==> config.mk <==
export PLATFORM = sky130hd
export DESIGN_NAME = srs_top
export DESIGN_NICKNAME = d
export VERILOG_FILES = /design/src/hdl/srs_recovery_counter.v /design/src/hdl/srs_reset_cause.v /design/src/hdl/srs_top.v
export VERILOG_INCLUDE_DIRS = /design/src /design/src/hdl
export SDC_FILE = /design/constraint.sdc
export NUM_CORES = 1
export LEC_CHECK = 0
export BUFFER_PORTS_ARGS = -buffer_cell sky130_fd_sc_hd__buf_2
export CORE_MARGIN = 4
export CORE_UTILIZATION = 45
export DETAILED_ROUTE_END_ITERATION = 8
export GPL_TIMING_DRIVEN = 0
export PLACE_DENSITY = 0.84
export SETUP_SLACK_MARGIN = 0.05
export SYNTH_ARGS = -nofsm -noshare
export SYNTH_HDL_FRONTEND = slang
export SYNTH_SLANG_ARGS = --single-unit
==> constraint.sdc <==
create_clock -name clock -period 4.1 [get_ports clock]
set_input_delay 0.205 -clock clock [delete_from_list [all_inputs] [get_ports clock]]
set_output_delay 0.205 -clock clock [all_outputs]
set_load 0.02 [all_outputs]
==> src/hdl/srs_defines.vh <==
`ifndef SRS_DEFINES_VH
`define SRS_DEFINES_VH

// Register indices; byte address is four times the index
`define SRS_IDX_BRK_STATUS   16'hFE00
`define SRS_IDX_RST_CAUSE    16'hFE01
`define SRS_IDX_CFG_ONE      16'hFE02
`define SRS_IDX_BRK_FLAG_CTL 16'hFE03

// Reset cause flag positions
`define SRS_BIT_POR          7
`define SRS_BIT_PIN          6
`define SRS_BIT_WDOG         5
`define SRS_BIT_BAD_OPC      4
`define SRS_BIT_BAD_ADDR     3
`define SRS_BIT_MON_ENTRY    2
`define SRS_BIT_LOW_VOLT     1

// Other field positions
`define SRS_BIT_BRK_STOPWAIT 1
`define SRS_BIT_BRK_CLR_EN   7
`define SRS_BIT_FAST_RECOV   0

// Reset values
`define SRS_CAUSE_RST        8'h80
`define SRS_BRK_CLR_EN_RST   1'b0
`define SRS_FAST_RECOV_RST   1'b0
`define SRS_STOPWAIT_RST     1'b0

// Recovery delays in quad-rate bus clock cycles
`define SRS_SLOW_CYCLES      13'd4096
`define SRS_FAST_CYCLES      13'd32

// Erased reset vector byte
`define SRS_ERASED_BYTE      8'hFF

`endif

==> src/hdl/srs_recovery_counter.v <==
`include "srs_defines.vh"

module srs_recovery_counter (
  input  wire clock,      // Quad-rate bus clock
  input  wire arst_n,     // Async reset, active low
  input  wire clear,      // Hold count at zero
  input  wire fastSel,    // Short recovery selected
  output wire done        // Last cycle of recovery
);

  reg  [12:0] count;
  wire [12:0] limit;

  assign limit = fastSel ? `SRS_FAST_CYCLES : `SRS_SLOW_CYCLES;
  assign done  = ~clear && (count == limit - 13'd1);

  always @(posedge clock or negedge arst_n) begin
    if (!arst_n) begin
      count <= 13'h0000;
    end else if (clear) begin
      count <= 13'h0000;
    end else if (!done) begin
      count <= count + 13'd1;
    end
  end

endmodule

==> src/hdl/srs_reset_cause.v <==
`include "srs_defines.vh"

module srs_reset_cause (
  input  wire       clock,     // System clock
  input  wire       arst_n,    // Power-on reset, active low
  input  wire [7:0] setFlags,  // Cause events, one bit per flag
  input  wire       readClear, // Read access completes
  input  wire [7:0] readMask,  // Bits returned by that read
  output wire [7:0] cause      // Flag register contents
);

  localparam [7:0] RST_VAL = `SRS_CAUSE_RST;

  genvar i;
  generate
    for (i = 1; i < 8; i = i + 1) begin : gFlag
      reg flag;
      always @(posedge clock or negedge arst_n) begin
        if (!arst_n) begin
          flag <= RST_VAL[i];
        end else if (setFlags[i]) begin
          flag <= 1'b1;
        end else if (readClear && readMask[i]) begin
          flag <= 1'b0;
        end
      end
      assign cause[i] = flag;
    end
  endgenerate

  assign cause[0] = 1'b0;

endmodule

==> src/hdl/srs_top.v <==
// Contract
// - Stop entry clears the recovery counter and disables all system clocks.
// - Any peripheral interrupt request ends stop mode.
// - Stacking waits until the selected recovery delay has fully elapsed.
// - A reset or a break also ends stop mode.
// - Double-rate and quad-rate clocks are both gated off in stop.
// - Recovery lasts 4096 quad cycles, or 32 with fast recovery set.
// - Recovery counter held reset from stop until recovery, then times it.
// - Four user registers decoded at FE00, FE01, FE02 and FE03.
// - Seven reset cause flags; reading the register clears them.
// - Power-on reset sets the power-on flag and clears all others.
// - External reset pin sets the external-line flag.
// - Watchdog timeout reset sets the watchdog flag.
// - Illegal opcode reset sets the bad-opcode flag.
// - Opcode fetch from unimplemented address sets the bad-address flag.
// - Monitor entry with erased vectors and high interrupt pin sets flag.
// - Low-voltage inhibit reset sets the low-voltage flag.
// - Break-clear enable is read/write; when zero, break clears blocked.
// - Two-step clears stay protected in break; step two after break works.
// - A flag cleared in break with clearing enabled stays cleared.
//
// Register access over APB was decided locally.

`include "srs_defines.vh"

module srs_top (
  input  wire        clock,          // 250 MHz quad-rate bus clock
  input  wire        arst_n,         // Power-on reset, active low
  input  wire        psel,           // APB select
  input  wire        penable,        // APB enable
  input  wire        pwrite,         // APB write
  input  wire [31:0] paddr,          // APB byte address
  input  wire [31:0] pwdata,         // APB write data
  output reg  [31:0] prdata,         // APB read data
  output reg         pready,         // APB ready
  output reg         pslverr,        // APB error, unmapped address
  input  wire        stopReq,        // STOP instruction executed
  input  wire        irqReq,         // Any peripheral interrupt request
  input  wire        breakIrq,       // Break module interrupt
  input  wire        breakState,     // CPU is in break state
  input  wire        pinRstEvt,      // External reset pin reset
  input  wire        wdogRstEvt,     // Watchdog timeout reset
  input  wire        badOpcRstEvt,   // Illegal opcode reset
  input  wire        badAddrRstEvt,  // Unimplemented address fetch reset
  input  wire        lowVoltRstEvt,  // Low-voltage inhibit reset
  input  wire        monEntryReq,    // Monitor entry attempt after power-on
  input  wire [7:0]  resetVecHi,     // Reset vector high byte
  input  wire [7:0]  resetVecLo,     // Reset vector low byte
  input  wire        irqPinHigh,     // Interrupt pin held high
  output reg         dblClockEn,     // Double-rate clock gate enable
  output reg         quadClockEn,    // Quad-rate clock gate enable
  output reg         stopActive,     // Stop or recovery in progress
  output reg         stackGo,        // Pulse: stacking may begin
  output reg         flagClearAllow  // Peripherals may clear status flags
);

  localparam [2:0] ST_RUN   = 3'b001;
  localparam [2:0] ST_STOP  = 3'b010;
  localparam [2:0] ST_RECOV = 3'b100;

  reg  [2:0]  state;
  reg  [2:0]  next_state;
  reg         fastRecov;
  reg         brkClrEn;
  reg         stopWaitFlag;
  reg  [31:0] next_prdata;

  wire        countDone;
  wire        counterClear;
  wire        monEntryEvt;
  wire        anyRstEvt;
  wire [7:0]  causeSet;
  wire [7:0]  cause;
  wire        clearOk;

  wire        setup;
  wire        access;
  wire        wrDone;
  wire        rdDone;
  wire        addrOk;
  wire [15:0] idx;
  wire        hitBrk;
  wire        hitCause;
  wire        hitCfg;
  wire        hitBfc;
  wire        mapped;

  // Bus phase decode
  assign setup  = psel && !penable;
  assign access = psel && penable && pready;
  assign wrDone = access && pwrite;
  assign rdDone = access && !pwrite;
  assign addrOk = (paddr[31:18] == 14'h0000) && (paddr[1:0] == 2'b00);
  assign idx    = paddr[17:2];

  assign hitBrk   = addrOk && (idx == `SRS_IDX_BRK_STATUS);
  assign hitCause = addrOk && (idx == `SRS_IDX_RST_CAUSE);
  assign hitCfg   = addrOk && (idx == `SRS_IDX_CFG_ONE);
  assign hitBfc   = addrOk && (idx == `SRS_IDX_BRK_FLAG_CTL);
  assign mapped   = hitBrk || hitCause || hitCfg || hitBfc;

  // Clears blocked in break unless enabled
  assign clearOk = !breakState || brkClrEn;

  // Monitor entry only with erased vector and high interrupt pin
  assign monEntryEvt = monEntryReq &&
                       (resetVecHi == `SRS_ERASED_BYTE) &&
                       (resetVecLo == `SRS_ERASED_BYTE) &&
                       irqPinHigh;

  assign anyRstEvt = pinRstEvt || wdogRstEvt || badOpcRstEvt ||
                     badAddrRstEvt || lowVoltRstEvt || monEntryEvt;

  // Flag layout fixed by bit defines
  assign causeSet[`SRS_BIT_POR]       = 1'b0;
  assign causeSet[`SRS_BIT_PIN]       = pinRstEvt;
  assign causeSet[`SRS_BIT_WDOG]      = wdogRstEvt;
  assign causeSet[`SRS_BIT_BAD_OPC]   = badOpcRstEvt;
  assign causeSet[`SRS_BIT_BAD_ADDR]  = badAddrRstEvt;
  assign causeSet[`SRS_BIT_MON_ENTRY] = monEntryEvt;
  assign causeSet[`SRS_BIT_LOW_VOLT]  = lowVoltRstEvt;
  assign causeSet[0]                  = 1'b0;

  srs_reset_cause uCause (
    .clock     (clock),
    .arst_n    (arst_n),
    .setFlags  (causeSet),
    .readClear (rdDone && hitCause && clearOk),
    .readMask  (prdata[7:0]),
    .cause     (cause)
  );

  // Counter held clear outside recovery
  assign counterClear = (state != ST_RECOV);

  srs_recovery_counter uCount (
    .clock   (clock),
    .arst_n  (arst_n),
    .clear   (counterClear),
    .fastSel (fastRecov),
    .done    (countDone)
  );

  // Stop sequencer
  always @* begin
    next_state = state;
    case (state)
      ST_RUN: begin
        if (stopReq) begin
          next_state = ST_STOP;
        end
      end
      ST_STOP: begin
        if (anyRstEvt) begin
          next_state = ST_RUN;
        end else if (irqReq || breakIrq) begin
          next_state = ST_RECOV;
        end
      end
      ST_RECOV: begin
        if (anyRstEvt) begin
          next_state = ST_RUN;
        end else if (countDone) begin
          next_state = ST_RUN;
        end
      end
      default: begin
        next_state = ST_RUN;
      end
    endcase
  end

  always @(posedge clock or negedge arst_n) begin
    if (!arst_n) begin
      state       <= ST_RUN;
      dblClockEn  <= 1'b1;
      quadClockEn <= 1'b1;
      stopActive  <= 1'b0;
      stackGo     <= 1'b0;
    end else begin
      state       <= next_state;
      dblClockEn  <= (next_state == ST_RUN);
      quadClockEn <= (next_state == ST_RUN);
      stopActive  <= (next_state != ST_RUN);
      stackGo     <= (state == ST_RECOV) && countDone &&
                     !anyRstEvt;
    end
  end

  // Break-time clear permission for peripheral flags
  always @(posedge clock or negedge arst_n) begin
    if (!arst_n) begin
      flagClearAllow <= 1'b1;
    end else begin
      flagClearAllow <= !breakState || brkClrEn;
    end
  end

  // Writable controls
  always @(posedge clock or negedge arst_n) begin
    if (!arst_n) begin
      fastRecov <= `SRS_FAST_RECOV_RST;
      brkClrEn  <= `SRS_BRK_CLR_EN_RST;
    end else begin
      if (wrDone && hitCfg) begin
        fastRecov <= pwdata[`SRS_BIT_FAST_RECOV];
      end
      if (wrDone && hitBfc) begin
        brkClrEn <= pwdata[`SRS_BIT_BRK_CLR_EN];
      end
    end
  end

  // Break during stop flag; write zero clears, set wins
  always @(posedge clock or negedge arst_n) begin
    if (!arst_n) begin
      stopWaitFlag <= `SRS_STOPWAIT_RST;
    end else if ((state == ST_STOP) && breakIrq) begin
      stopWaitFlag <= 1'b1;
    end else if (wrDone && hitBrk && clearOk &&
                 !pwdata[`SRS_BIT_BRK_STOPWAIT]) begin
      stopWaitFlag <= 1'b0;
    end
  end

  // Read mux, sampled in the setup cycle
  always @* begin
    next_prdata = 32'h0000_0000;
    if (hitBrk) begin
      next_prdata[`SRS_BIT_BRK_STOPWAIT] = stopWaitFlag;
    end else if (hitCause) begin
      next_prdata[7:0] = cause;
    end else if (hitCfg) begin
      next_prdata[`SRS_BIT_FAST_RECOV] = fastRecov;
    end else if (hitBfc) begin
      next_prdata[`SRS_BIT_BRK_CLR_EN] = brkClrEn;
    end
  end

  // Zero-wait slave: ready in the first access cycle
  always @(posedge clock or negedge arst_n) begin
    if (!arst_n) begin
      pready  <= 1'b0;
      pslverr <= 1'b0;
      prdata  <= 32'h0000_0000;
    end else begin
      pready  <= setup;
      pslverr <= setup && !mapped;
      if (setup && !pwrite) begin
        prdata <= next_prdata;
      end
    end
  end

endmodule

==> results.md, run 1 <==
* Max-slew violations at 0
* Fin crit share at 0.446
* CTS Buffer Depth at 2
* Post-synth EDFFs at 0
* Multi-input gate area at slightly above 1000 um2
* Row Count at 24
* Register area at 1010 um2
* Filler instances at 388
* Total gr overflow at 0
* Post-route ant nets at 0
* GP Congestion at 0.853
* Post-synth top area share at 0.416
* Initial antenna violation count at 0
* Worst setup SP type: flip-flop
* HP Class: in2async
* DRC viols at 0
* Share of cells above drive strength 1 at 0.371
* Starting Density at 0.481
* Total number of vias at 1995
* Die width at 77.4 um
* Die height at 77.4 um
* Largest area contributor in the netlist: dfrtp_1
* Critical path required time at 4330 ps
* Reg-to-Reg Start: uCount.count[0]
* Worst-margin pin slew at 872 ps
* Total Neg Setup Slack at 0 ps
* F_max at 546 MHz
* Critical path peak fanout at 10
* Worst-path clk slew at about 80 ps
* Pwr/cell area at slightly above 300 nW/um2
* First-pass GRT wire length at 8630 um
* CTS tree: built
* P&R area growth vs syn at 31.3%
* Detailed Routing Iterations Pass 1 at 4
* Pin count of the biggest net entering global routing at 41
* Post-DR vias/cell at 5.13
* Inserted Diodes at 0
* Predominant post-synthesis flop cell: dfrtp_1
* MaxCap Viol Count at 0
* Period minus WS final at 1830 ps
* Most frequent cells in the layout: 82 x buf_2, 36 x dfrtp_1, 25 x buf_4
* Final wirelength at 5190 um
* Vias in the first global route at roughly 1900
* Worst setup startpoint: uCount.count[0]
* IO Pins at 135
* Crit. End Element: flip-flop
* RSZ-0062 raised after global routing: no
* Worst-Skew Late Latency at approximately 300 ps
* Setup Fix Bufs, Post-CTS at 0
* Mapped cell area at roughly 2200 um2
* Post-synthesis cell type count at 46
* Post-Syn Instances at 225
* Setup violators final at 0
* Worst slew margin at 0.419
* CP Class: reg2reg
* Cts bufs inserted at 5
* Worst Clk Skew at approximately 7.7 ps
* Status: complete, no violations
* FFs w/ async S/R, synth at 1.00
* Hold Vio Cnt, Final at 0
* Initial DRC count at 142
* Root Driver: clkbuf_8
* Pwr Total at 0.861 mW
* Post-DP HPWL at 4080 um
* Total GRT Usage at 0.177
* Number of I/O port buffers at 81
* Lkg Pwr at 1.41 nW
* Core Area at approximately 4500 um2
* Post-CTS sizing at 0
* Maximum VDD drop at 0.217 mV
* Yosys reg bits at 40
* Mean area per synthesized cell at 9.63 um2
* Top cells by area, synth: dfrtp_1 42%, buf_4 8.7%, dfstp_2 4.8%
* Die ar. at 5990 um2
* H-Tree Depth at 2
* Worst EP arrival at 2060 ps
* Clock sinks at 40
* Hold buffer count at CTS at 0
* Ys Warns at 0
* Routed len/inst at about 13 um
* Most common cell after layout, fill and taps aside: buf_2
* Register area share after synthesis at 0.464
* Nets@finish at about 430
sequential cells by signal, indices dropped and copies added, names as in the netlist:
signal             flops
pslverr                1
stopWaitFlag           1
flagClearAllow         1
brkClrEn               1
uCause.gFlag.flag      7
prdata                 8
stopActive             1
fastRecov              1
uCount.count          13
quadClockEn            1
state                  3
stackGo                1
pready                 1
where the power goes:
| group | internal, mW | switching (mW) | leakage, nW |
|---|---|---|---|
| clock network | 0.199 | 0.146 | 0.0614 |
| logic | 0.0501 | 0.0591 | 0.836 |
| registers | 0.402 | 0.00432 | 0.509 |
cell usage after synthesis, drive strengths merged (2+ instances only):
cell type and instances:
a211oi 2, a21o 8, a21oi 10, a22o 7
a31oi 2, and2 3, and3 5, and4 2
buf 27, dfrtp 36, dfstp 4, inv 7
mux2 2, nand2 23, nand2b 2, nand3 6
nand4 9, nor2 11, nor2b 4, nor3 3
nor4 8, o21ai 10, o31a 2, o31ai 6
or3 7, or4 4
kinds of logic after synthesis:
kind of cell | after synthesis | synth area share
AOI/OAI and AO/OA | 52 | 0.166
adders and majority gates | 1 | 0.00577
buffers and inverters | 35 | 0.105
DFF | 40 | 0.464
muxes | 3 | 0.0150
other | 1 | 0.00173
and+or+nand+nor | 93 | 0.242
path summary, 6_finish.rpt:
path                                             end  slack [ps]  cells past startpoint
worst max-delay path                uCount.count[12]        2270                      7
worst min-delay path                 uCount.count[9]          10                      1
worst max register to register      uCount.count[12]        2270                      7
max in group asynchronous            uCount.count[7]        3530                      1
min in group clock              uCause.gFlag[3].flag          90                      2
worst min register to register  uCause.gFlag[7].flag         470                      1
per-layer routing:
layer,routed length [um],part of all wire,vias up,track usage
li1,-,-,1004,-
met1,2200,0.42,934,0.232
met2,2640,0.51,51,0.292
met3,280,0.054,6,0.0486
met4,60,0.012,0,0.0445
met5,0,0,-,0
area by class of cell:
class                           instances  area share
Timing Repair Buffer                   81       0.142
Inverter                                7     0.00923
Multi-Input combinational cell        173       0.359
Tap cell                               52      0.0229
Clock inverter                          2      0.0136
Clock buffer                            6      0.0290
Sequential cell                        40       0.354
Buffer                                 28      0.0704
worst max-delay path, stage by stage, from the launching register on:
cell and delay (ps):
dfrtp_1 400, ha_1 260, nand4_1 180, nor2_1 100, o21a_4 150, buf_2 180, or3_1 350, a21oi_1 140
metrics by stage:
step,setup WS (ps),cells,area (um2),hold slack [ps],util
final,2270,389,2850,12.4,0.632
after global routing,2130,389,2850,81.8,0.632
after CTS,2260,389,2850,33.5,0.632
after detailed placement,2160,381,2720,371,0.605
after global placement,2200,381,2720,368,0.605
after floorplan,2420,248,2250,-90.6,-
No activity file was read; power rests on OpenSTA's default activity.
==> inputs of run 2 (changes only) <==
ABC_AREA = 1   (was not set)
PLACE_DENSITY = 0.8   (was 0.84)
clock period = 1.77 ns   (was 4.1 ns; I/O delays follow)
==> results.md, run 2 <==
* Final wirelength at about 6000 um
* IO Pins at 135
* Ys Warns at 0
* Detailed Routing Iterations Pass 1 at 5
* Initial DRC count at roughly 150
* Share of cells above drive strength 1 at 0.285
* Worst-margin pin slew at roughly 900 ps
* Predominant post-synthesis flop cell: dfrtp_1
* CTS tree: built
* Placed Area at 3180 um2
* RSZ-0062 raised after global routing: yes
* Starting Density at 0.470
* Worst Clk Skew at ~7.0 ps
* Post-synthesis compound-gate area fraction at 0.0394
* MaxCap Viol Count at 0
* Most frequent cells in the layout: 107 x nand2_1, 81 x buf_2, 53 x nor2_1
* Die ar. at 7060 um2
* CTS Buffer Depth at 2
* Post-route ant nets at 0
* Maximum VDD drop at 0.512 mV
* Initial antenna violation count at 0
* Post-DP HPWL at 4850 um
* P_sw at 0.608 mW
* Vias in the first global route at 2489
* Hold Vio Cnt, Final at 0
* Worst-path clk slew at about 80 ps
* Final worst slack at roughly 120 ps
* Pwr/cell area at 619 nW/um2
* Inserted Diodes at 0
* Post-synthesis cell type count at 28
* Core Area at ~5500 um2
* FFs w/ async S/R, synth at 1.00
* Total GRT Usage at 0.173
* Post-synth EDFFs at 0
* Worst slew margin at 0.415
* Yosys reg bits at 40
* Max-slew violations at 0
* Top cells by area, synth: dfrtp_1 35%, nand2_1 15%, nand3_1 9.2%
* Reg power frac at 0.481
* Largest family of logic cells by synthesized area: simple AND/OR/NAND/NOR gates
* Setup violators final at 0
* H-Tree Depth at 2
* Largest registers: uCount.count: 13 flops, prdata: 8 flops, uCause.gFlag.flag: 7 flops
* Routed len/inst at 10.7 um
* XOR/XNOR Fraction of Synth Area at 0.00337
* Multiplexer share of the synthesized area at 0
* Root Driver: clkbuf_8
* Pwr Total at 2.09 mW
* Status: complete, no violations
* Critical path cell sequence: ha_4, inv_1, nor2_4, nand2_2, nor2_4, nand3_4, buf_4, a21oi_1, nor2_1
* Fin crit share at 0.931
* Total number of vias at between 2000 and 3000
* Lkg Pwr at 1.86 nW
* Cts bufs inserted at 5
* Clock network power share at 0.306
* Worst-Skew Late Latency at just under 300 ps
* Critical path peak fanout at 7
* Mapped cell area at 2600 um2
* Finished Cell Area at 3380 um2
* Most common cell after layout, fill and taps aside: nand2_1
* Switching share of power at 0.291
* Total Neg Setup Slack at 0 ps
* Number of I/O port buffers at about 80
* Reg with most FFs: uCount.count
* Dpl ws at -0.151 ps
* P&R area growth vs syn at 29.9%
* Mean area per synthesized cell at 6.90 um2
* Worst setup SP type: flip-flop
* First-pass GRT wire length at 10300 um
* Die height at 84.0 um
* Post-DR vias/cell at about 4.7
* Die width at 84.0 um
* Post-Synth Simple-Gate Area at 0.421
* Combinational share of power at 0.213
* Worst EP arrival at about 1800 ps
* HP Class: in2reg
* CP Class: reg2reg
* GP Congestion at 0.889
* P_int at 1.48 mW
* CP peak stage delay at between 400 and 500 ps
* Pin count of the biggest net entering global routing at 41
* Post-synth top area share at 0.346
* Post-route non-filler standard cell count at 570
* Register area share after synthesis at 0.387
* Nets@finish at 594
* Crit. End Element: flip-flop
* Clock sinks at 40
* Critical path required time at 1950 ps
* Crit-path most repeated cell: nor2_4
* Row Count at 27
* Most common cell in the netlist: nand2_1
* Post-Synth Adder-Cell Area at 0.00481
* DRC viols at 0
* F_max at 607 MHz
* Post-synth top cells: 107 x nand2_1, 53 x nor2_1, 48 x nand3_1
* Post-Syn Instances at 377
* Period minus WS final at 1650 ps
* Largest register FFs at 13
* Largest area contributor in the netlist: dfrtp_1
* Total gr overflow at 0
* Placed Cells at roughly 550
* Critical-path top delay cell: dfrtp_1
## run 2: power by group through the flow
stage	Combinational (mW)	Clock (mW)	Sequential, mW
floorplan	0.250	0	1.05
global placement	0.429	0	1.02
detailed placement	0.440	0	1.02
CTS	0.448	0.645	1.01
global route	0.502	0.680	1.01
finish	0.446	0.639	1.01
## run 2: metal layers
metal,GRT usage,up-vias,wire length [um]
li1,-,1386,-
met1,0.221,1173,2650
met2,0.294,92,2960
met3,0.0355,4,450
met4,0.0468,0,38
met5,0,-,0
## run 2: layout make-up
class | count | area [um2]
multi-input combinational | 287 | 1330
clock inverter | 2 | 15.0
clock buffer | 6 | 82.6
timing repair buffer | 90 | 485
fill | 527 | 2160
sequential | 40 | 1010
inverter | 47 | 176
buffer | 26 | 195
tap | 72 | 90.1
## run 2: repair_timing
action / 4_1_cts / 5_1_grt
pin swaps: 0 / 1
resized for setup: 2 / 2
setup buffers: 0 / 4
setup endpoints to repair: 4 / 10
hold endpoints to repair: 40 / 0
cloned: 0 / 0
hold buffers: 5 / 0
## run 2: path summary, 6_finish.rpt
kind,start,endpoint,slack (ps),cells past startpoint
worst min register to register,uCause.gFlag[7].flag,uCause.gFlag[7].flag,460,2
worst min-delay path,lowVoltRstEvt,uCause.gFlag[1].flag,4,3
min in group asynchronous,arst_n,uCount.count[6],450,2
worst max register to register,uCount.count[1],uCount.count[5],120,9
worst max-delay path,uCount.count[1],uCount.count[5],120,9
max in group asynchronous,arst_n,uCount.count[0],720,2
## run 2: kinds of logic after synthesis
| kind of cell | Yosys count |
|---|---|
| AOI/OAI and AO/OA | 17 |
| xor gates and xnor gates | 1 |
| adders and majority gates | 1 |
| buffers and inverters | 73 |
| DFF | 40 |
| other | 1 |
| and+or+nand+nor | 244 |
## run 2: stage by stage
stage                util  hold WS (ps)
finish              0.610          4.43
global route        0.610          6.27
CTS                 0.602         0.301
detailed placement  0.575           267
global placement    0.575           254
floorplan               -          -207
## run 2: worst max-delay path, delay by kind of cell, from the launching register on
kind | cells | cell delay, ps
AOI/OAI and AO/OA | 1 | 110
adders and majority gates | 1 | 180
buffers and inverters | 2 | 250
DFF | 1 | 430
and+or+nand+nor | 5 | 570
